### config.mk
export PLATFORM = sky130hd
export DESIGN_NAME = eep_top
export DESIGN_NICKNAME = d
export VERILOG_FILES = /design/src/core/eep_pkg.sv /design/src/core/eep_fifo.sv /design/src/core/eep_top.sv
export SDC_FILE = /design/constraint.sdc
export NUM_CORES = 2
export LEC_CHECK = 0
export BUFFER_PORTS_ARGS = -buffer_cell sky130_fd_sc_hd__buf_2
export CORE_MARGIN = 3
export CORE_UTILIZATION = 45
export DETAILED_ROUTE_END_ITERATION = 10
export REMOVE_ABC_BUFFERS = 1
export SKIP_LAST_GASP = 1
export SYNTH_ARGS = -nofsm -noshare
export SYNTH_HDL_FRONTEND = slang
export SYNTH_SLANG_ARGS = --single-unit
### constraint.sdc
create_clock -name clk_sys -period 6.5 [get_ports clk_sys]
set_input_delay 0 -clock clk_sys [delete_from_list [all_inputs] [get_ports clk_sys]]
set_output_delay 0 -clock clk_sys [all_outputs]
set_load 0.1 [all_outputs]
### src/core/eep_pkg.sv
// shared constants and types of the ecc error profiler
package eep_pkg;
   localparam int ADDR_W = 32;
   localparam int NUM_IF = 3;
   localparam int CAM_N = 16;
   localparam int KEY_W = 4;
   localparam int FIFO_DEPTH = 4;
   localparam int FIFO_PTR_W = 2;
   localparam logic [3:0] KEY_VALID = 4'ha;
   localparam logic [3:0] KEY_RELEASE = 4'h5;
   localparam logic [3:0] KEY_RST = 4'h0;
   localparam logic [31:0] ADDR_RST = 32'h0000_0000;

   typedef logic [3:0] eep_idx_t;
   typedef logic [1:0] eep_if_t;
   typedef logic [2:0] eep_cnt_t;

   typedef struct packed {
      logic [KEY_W-1:0] key;
      logic [ADDR_W-1:0] addr;
   } eep_entry_s;

   typedef struct packed {
      logic pend;
      logic [ADDR_W-1:0] addr;
   } eep_ue_s;

   localparam eep_entry_s ENTRY_RST = '{key: KEY_RST, addr: ADDR_RST};
   localparam eep_ue_s UE_RST = '{pend: 1'b0, addr: ADDR_RST};
endpackage : eep_pkg

### src/core/eep_fifo.sv
// four-deep report queue for one reporting interface
module eep_fifo (
   input wire logic clk_sys,
   input wire logic rst,
   input wire logic in_valid,
   output logic in_ready,
   input wire logic [eep_pkg::ADDR_W-1:0] in_addr,
   output logic out_valid,
   input wire logic out_ready,
   output logic [eep_pkg::ADDR_W-1:0] out_addr,
   output logic full
);
   logic [eep_pkg::ADDR_W-1:0] mem [eep_pkg::FIFO_DEPTH];
   logic [eep_pkg::ADDR_W-1:0] next_mem [eep_pkg::FIFO_DEPTH];
   logic [eep_pkg::FIFO_PTR_W-1:0] wr_ptr, next_wr_ptr, rd_ptr, next_rd_ptr;
   eep_pkg::eep_cnt_t count, next_count;
   logic push, pop;

   assign full = (count == eep_pkg::eep_cnt_t'(eep_pkg::FIFO_DEPTH));
   assign in_ready = !full;
   assign out_valid = (count != 3'h0);
   assign out_addr = mem[rd_ptr];
   assign push = in_valid && in_ready;
   assign pop = out_valid && out_ready;

   always_comb begin
      next_mem = mem;
      next_wr_ptr = wr_ptr;
      next_rd_ptr = rd_ptr;
      next_count = count;
      if (push) begin
         next_mem[wr_ptr] = in_addr;
         next_wr_ptr = wr_ptr + 2'h1;
      end
      if (pop) begin
         next_rd_ptr = rd_ptr + 2'h1;
      end
      if (push && !pop) begin
         next_count = count + 3'h1;
      end else if (pop && !push) begin
         next_count = count - 3'h1;
      end
   end

   always_ff @(posedge clk_sys) begin
      if (rst) begin
         for (int i = 0; i < eep_pkg::FIFO_DEPTH; i++) begin
            mem[i] <= eep_pkg::ADDR_RST;
         end
         wr_ptr <= 2'h0;
         rd_ptr <= 2'h0;
         count <= 3'h0;
      end else begin
         mem <= next_mem;
         wr_ptr <= next_wr_ptr;
         rd_ptr <= next_rd_ptr;
         count <= next_count;
      end
   end
endmodule : eep_fifo

### src/core/eep_top.sv
// ecc error profiler: fault address filter with cam, queues and collector signalling
module eep_top (
   input wire logic clk_sys,
   input wire logic rst,
   input wire logic [eep_pkg::NUM_IF-1:0] ce_valid,
   input wire logic [eep_pkg::NUM_IF-1:0][eep_pkg::ADDR_W-1:0] ce_addr,
   output logic [eep_pkg::NUM_IF-1:0] ce_ready,
   input wire logic ue_valid,
   input wire logic [eep_pkg::ADDR_W-1:0] ue_addr,
   input wire logic ue_clr,
   input wire logic cfg_report_en,
   input wire logic diag_wr,
   input wire eep_pkg::eep_idx_t diag_idx,
   input wire eep_pkg::eep_entry_s diag_wdata,
   output eep_pkg::eep_entry_s diag_rdata,
   output eep_pkg::eep_ue_s ue_status,
   output logic err_grp1,
   output logic err_grp2,
   output logic irq_full
);
   logic [eep_pkg::NUM_IF-1:0] head_valid, pop_vec, fifo_full;
   logic [eep_pkg::NUM_IF-1:0][eep_pkg::ADDR_W-1:0] head_addr;

   // per-interface queues
   for (genvar g = 0; g < eep_pkg::NUM_IF; g++) begin : g_q
      eep_fifo u_fifo (
         .clk_sys(clk_sys),
         .rst(rst),
         .in_valid(ce_valid[g]),
         .in_ready(ce_ready[g]),
         .in_addr(ce_addr[g]),
         .out_valid(head_valid[g]),
         .out_ready(pop_vec[g]),
         .out_addr(head_addr[g]),
         .full(fifo_full[g])
      );
   end

   // round-robin pick of one queue head per cycle
   eep_pkg::eep_if_t rr_last, next_rr_last, pick_idx;
   logic pick;
   logic s_valid, next_s_valid;
   logic [eep_pkg::ADDR_W-1:0] s_addr, next_s_addr;

   always_comb begin
      int cand;
      cand = 0;
      pick = 1'b0;
      pick_idx = rr_last;
      for (int k = eep_pkg::NUM_IF; k >= 1; k--) begin
         cand = (int'(rr_last) + k) % eep_pkg::NUM_IF;
         if (head_valid[cand]) begin
            pick = 1'b1;
            pick_idx = eep_pkg::eep_if_t'(cand);
         end
      end
      for (int i = 0; i < eep_pkg::NUM_IF; i++) begin
         pop_vec[i] = pick && (pick_idx == eep_pkg::eep_if_t'(i));
      end
      next_rr_last = pick ? pick_idx : rr_last;
      next_s_valid = pick;
      next_s_addr = head_addr[pick_idx];
   end

   always_ff @(posedge clk_sys) begin
      if (rst) begin
         rr_last <= 2'h0;
         s_valid <= 1'b0;
         s_addr <= eep_pkg::ADDR_RST;
      end else begin
         rr_last <= next_rr_last;
         s_valid <= next_s_valid;
         s_addr <= next_s_addr;
      end
   end

   // address table
   eep_pkg::eep_entry_s cam [eep_pkg::CAM_N];
   eep_pkg::eep_entry_s next_cam [eep_pkg::CAM_N];
   eep_pkg::eep_entry_s next_diag_rdata;
   logic [eep_pkg::CAM_N-1:0] occ, hit_vec;
   logic hit, cam_full, store;
   eep_pkg::eep_idx_t free_idx;

   always_comb begin
      free_idx = 4'h0;
      for (int i = eep_pkg::CAM_N - 1; i >= 0; i--) begin
         occ[i] = (cam[i].key == eep_pkg::KEY_VALID);
         hit_vec[i] = occ[i] && (cam[i].addr == s_addr);
         if (!occ[i]) begin
            free_idx = eep_pkg::eep_idx_t'(i);
         end
      end
   end

   assign hit = |hit_vec;
   assign cam_full = &occ;
   assign store = s_valid && !hit && !cam_full;

   always_comb begin
      next_cam = cam;
      // a release key or any diagnostic value lands as written
      if (diag_wr) begin
         next_cam[diag_idx] = diag_wdata;
      end
      // hardware store wins over a diagnostic write to the same entry
      if (store) begin
         next_cam[free_idx].key = eep_pkg::KEY_VALID;
         next_cam[free_idx].addr = s_addr;
      end
      next_diag_rdata = cam[diag_idx];
   end

   always_ff @(posedge clk_sys) begin
      if (rst) begin
         for (int i = 0; i < eep_pkg::CAM_N; i++) begin
            cam[i] <= eep_pkg::ENTRY_RST;
         end
         diag_rdata <= eep_pkg::ENTRY_RST;
      end else begin
         cam <= next_cam;
         diag_rdata <= next_diag_rdata;
      end
   end

   // collector signals, uncorrectable status and interrupt
   logic next_err_grp1, next_err_grp2, next_irq_full;
   eep_pkg::eep_ue_s next_ue_status;

   always_comb begin
      // a hit falls through with nothing raised
      next_err_grp1 = s_valid && !hit && (cam_full || cfg_report_en);
      next_err_grp2 = ue_valid;
      next_ue_status = ue_status;
      if (ue_clr) begin
         next_ue_status.pend = 1'b0;
      end
      // a new fault beats a clear in the same cycle
      if (ue_valid) begin
         next_ue_status.pend = 1'b1;
         next_ue_status.addr = ue_addr;
      end
      next_irq_full = (|fifo_full) || cam_full;
   end

   always_ff @(posedge clk_sys) begin
      if (rst) begin
         err_grp1 <= 1'b0;
         err_grp2 <= 1'b0;
         ue_status <= eep_pkg::UE_RST;
         irq_full <= 1'b0;
      end else begin
         err_grp1 <= next_err_grp1;
         err_grp2 <= next_err_grp2;
         ue_status <= next_ue_status;
         irq_full <= next_irq_full;
      end
   end
endmodule : eep_top

==> flow_summary.yaml <==
power:
  p_total_mw: 23.0
  power_report.internal_total_mw: 13.6
  p_sw_mw: 9.47
  swShare_pct: 41.1
  comb_power_share_pct: 36.7
  power-per-cell-area_mw_per_mm2: 333
  power_frac_seq_pct: 33.1
  power.static_leakage_nw: 27.4
  clockPowerShare_pct: 30.2
  peak_vdd_ir_mv: 0.287
yosys:
  yosys_register_bits: 1088
  synth_edf_count: 0
  synth_area_sq_mm: 0.0597
  post_synth_inst_count: 6165
  yosys.cell_types.count: 65
  synth.avg_cell_area_sq_um: 9.69
  asyncSetResetFlopFracSynth_pct: 0
  total_number_of_yosys_warnings: 0
  synth-seq-area-share_pct: 36.5
  ys.flop_type: "dfxtp_1"
place:
  place.port_buffers: 251
  detailedPlace.worstSlack_ns: 1.72
  gp_congestion: 1.09
  postPlaceCellArea_sq_mm: 0.0621
  post_detailed_placement_half_perimeter_wirelength_mm: 211
  placedCellCount: 7751
clock_tree:
  clk-insertion-delay-late_ns: 0.79
  htree_num_levels: 3
  tritoncts.num_buffers: 117
  tritoncts: "done"
  count_of_clock_tree_sinks: 1088
  ctsLongestPathBuffers: 3
  clkTransAtPathRegs_ns: 0.06
  cts_root_buffer: "clkbuf_16"
  cts_resized: 0
worst_setup_path:
  cp.arrival_ns: 5.57
  critical_path.startpoint_type: "flip-flop"
  path_max_fanout: 36
  setup.worst_path.end_class: "flip-flop"
  path_class: "reg -> reg"
  worstPathRequired_ns: 7.13
timing:
  final.setup.tns_ns: 0
  fin_skew_ns: 0.0612
  worst-slew-pin-transition_ns: 1.37
  rsz0062_at_grt: "no"
  timing.final.crit_period_ns: 4.94
  final.period_utilization_pct: 76.0
  final_critical_path_setup_slack_ns: 1.56
  timing.hold.ws_ns: 0.0453
  achievable-frequency_ghz: 0.202
  setup_violations: 0
  hold_viol: 0
  final_max_slew_viol_count: 0
  max-slew-margin-rel_pct: 8.34
layout:
  finalNonFillerCells: 8271
  layout.core_utilization_pct: 52.5
  fillers: 11800
  post-route-cell-area_sq_mm: 0.0691
  syn2layout_area_growth_pct: 15.7
  finalNetCount: 6605
  mostFrequentLayoutCells: "1085 x dfxtp_1, 821 x nand2_1, 621 x mux2i_1, 561 x nor2_1, 445 x xnor2_1"
  final_layout_size_suffix_gt1_share_pct: 18.3
  layout.cells.most_common: "dfxtp_1"
floorplan:
  fp.dieArea_sq_mm: 0.137
  rows: 133
  fp.dieH_um: 370
  io_pins: 252
  core_area_sq_mm: 0.132
  start_util_pct: 45.4
  chipWidth_um: 370
grt:
  grt_max_degree: 195
  grt_pass1_wl_mm: 394
  grt_antenna_before_repair: 15
  grtUsageTotal_pct: 40.8
  global_route.overflow_total: 0
  number_of_global_route_vias_before_repair: 48400
detailed_routing:
  drt_drc_violations_left: 0
  wl_per_cell_um: 34.6
  routed_wirelength_mm: 286
  vias: 50600
  antenna_violating_nets_post_route: 0
  detail_route.iter0.violations: 5961
  drt_pass1_iterations: 7
  post_drt_via_cell_ratio: 6.12
hold_path:
  hold_class: "in -> reg"
flow_run:
  max_capacitance_violation_count: 0
run_status:
  run_status: "finished, final reports clean"
## cell usage after synthesis, drive strengths merged, types with 35 or more instances
cell type  number  area, sq um
nor4           63          409
clkbuf        340         1280
nor2b          76          475
mux2          508         5720
nand3          36          185
nand4         252         1750
buf           220         1150
xor2           81          709
nor3           35          175
mux2i         621         6220
mux4          276         6220
xnor2         446         3910
nand2b         37          231
nand2         831         3120
a21oi         429         2150
dfxtp        1088        21800
nor2          565         2120
## metal layers
layer	global-route usage [%]	wire length, um	part of all wire, %
met2	66.0	132000	46
met5	0	31	0.011
met3	7.19	21200	7.4
met4	21.5	19000	6.6
met1	52.0	114000	40
## path summary, 6_finish.rpt
check | startpoint | endpoint | slack, ns | cells after the start
setup / recovery | s_addr[9] | cam[148] | 1.56 | 10
hold / removal | ce_addr[16] | g_q[0].u_fifo.mem[80] | 0.05 | 4
setup reg to reg | s_addr[9] | cam[148] | 1.56 | 10
hold reg to reg | g_q[0].u_fifo.mem[15] | g_q[0].u_fifo.mem[15] | 0.45 | 2
## layout make-up
cell class / count / area [sq um] / area share (%)
Antenna cell: 12 / 30.0 / 0.0435
Clock buffer: 169 / 3440 / 4.98
Clock inverter: 46 / 551 / 0.797
Inverter: 19 / 71.3 / 0.103
Multi-Input combinational cell: 4498 / 35700 / 51.6
Sequential cell: 1088 / 21800 / 31.5
Tap cell: 1755 / 2200 / 3.18
Timing Repair Buffer: 684 / 5360 / 7.75
## critical path, stage by stage, from the launching register on
cell	delay, ns
dfxtp_1	0.59
xnor2_1	1.00
nand4_1	0.18
nor4_1	0.41
nand2_1	0.11
o41ai_1	0.86
nor4_4	0.17
buf_12	0.25
nand4_4	0.10
buf_4	0.68
mux2_2	0.41
## logic make-up after synthesis
group / after synthesis / share of synthesized area, %
AO/OA/AOI/OAI: 530 / 4.91
XOR/XNOR: 527 / 7.73
adder cells (fa/ha/maj): 21 / 0.473
buffers and inverters: 579 / 4.19
flip-flops: 1088 / 36.5
multiplexers: 1405 / 30.4
AND/OR/NAND/NOR: 2015 / 15.9
## power by group through the flow
stage,combinational [mW],sequential (mW),clock [mW]
3_3_place_gp,8.22,7.74,0
4_1_cts,8.26,7.61,7.01
6_report,8.46,7.63,6.95
2_1_floorplan,3.89,7.91,0
3_5_place_dp,8.09,7.76,0
5_1_grt,8.61,7.68,7.28
## state kept, by name, indices dropped and copies added (netlist names)
signal             count
cam                  576
irq_full               1
g_q.u_fifo.rd_ptr      6
ue_status             33
err_grp1               1
s_valid                1
g_q.u_fifo.mem       384
err_grp2               1
rr_last                2
g_q.u_fifo.wr_ptr      6
s_addr                32
diag_rdata            36
g_q.u_fifo.count       9
## timing repair
item / in CTS / in global routing
setup buffers: 0 / 0
hold endpoints to repair: 1003 / 0
hold buffers: 293 / 0
Note: power is estimated with default switching activity, not from simulation.
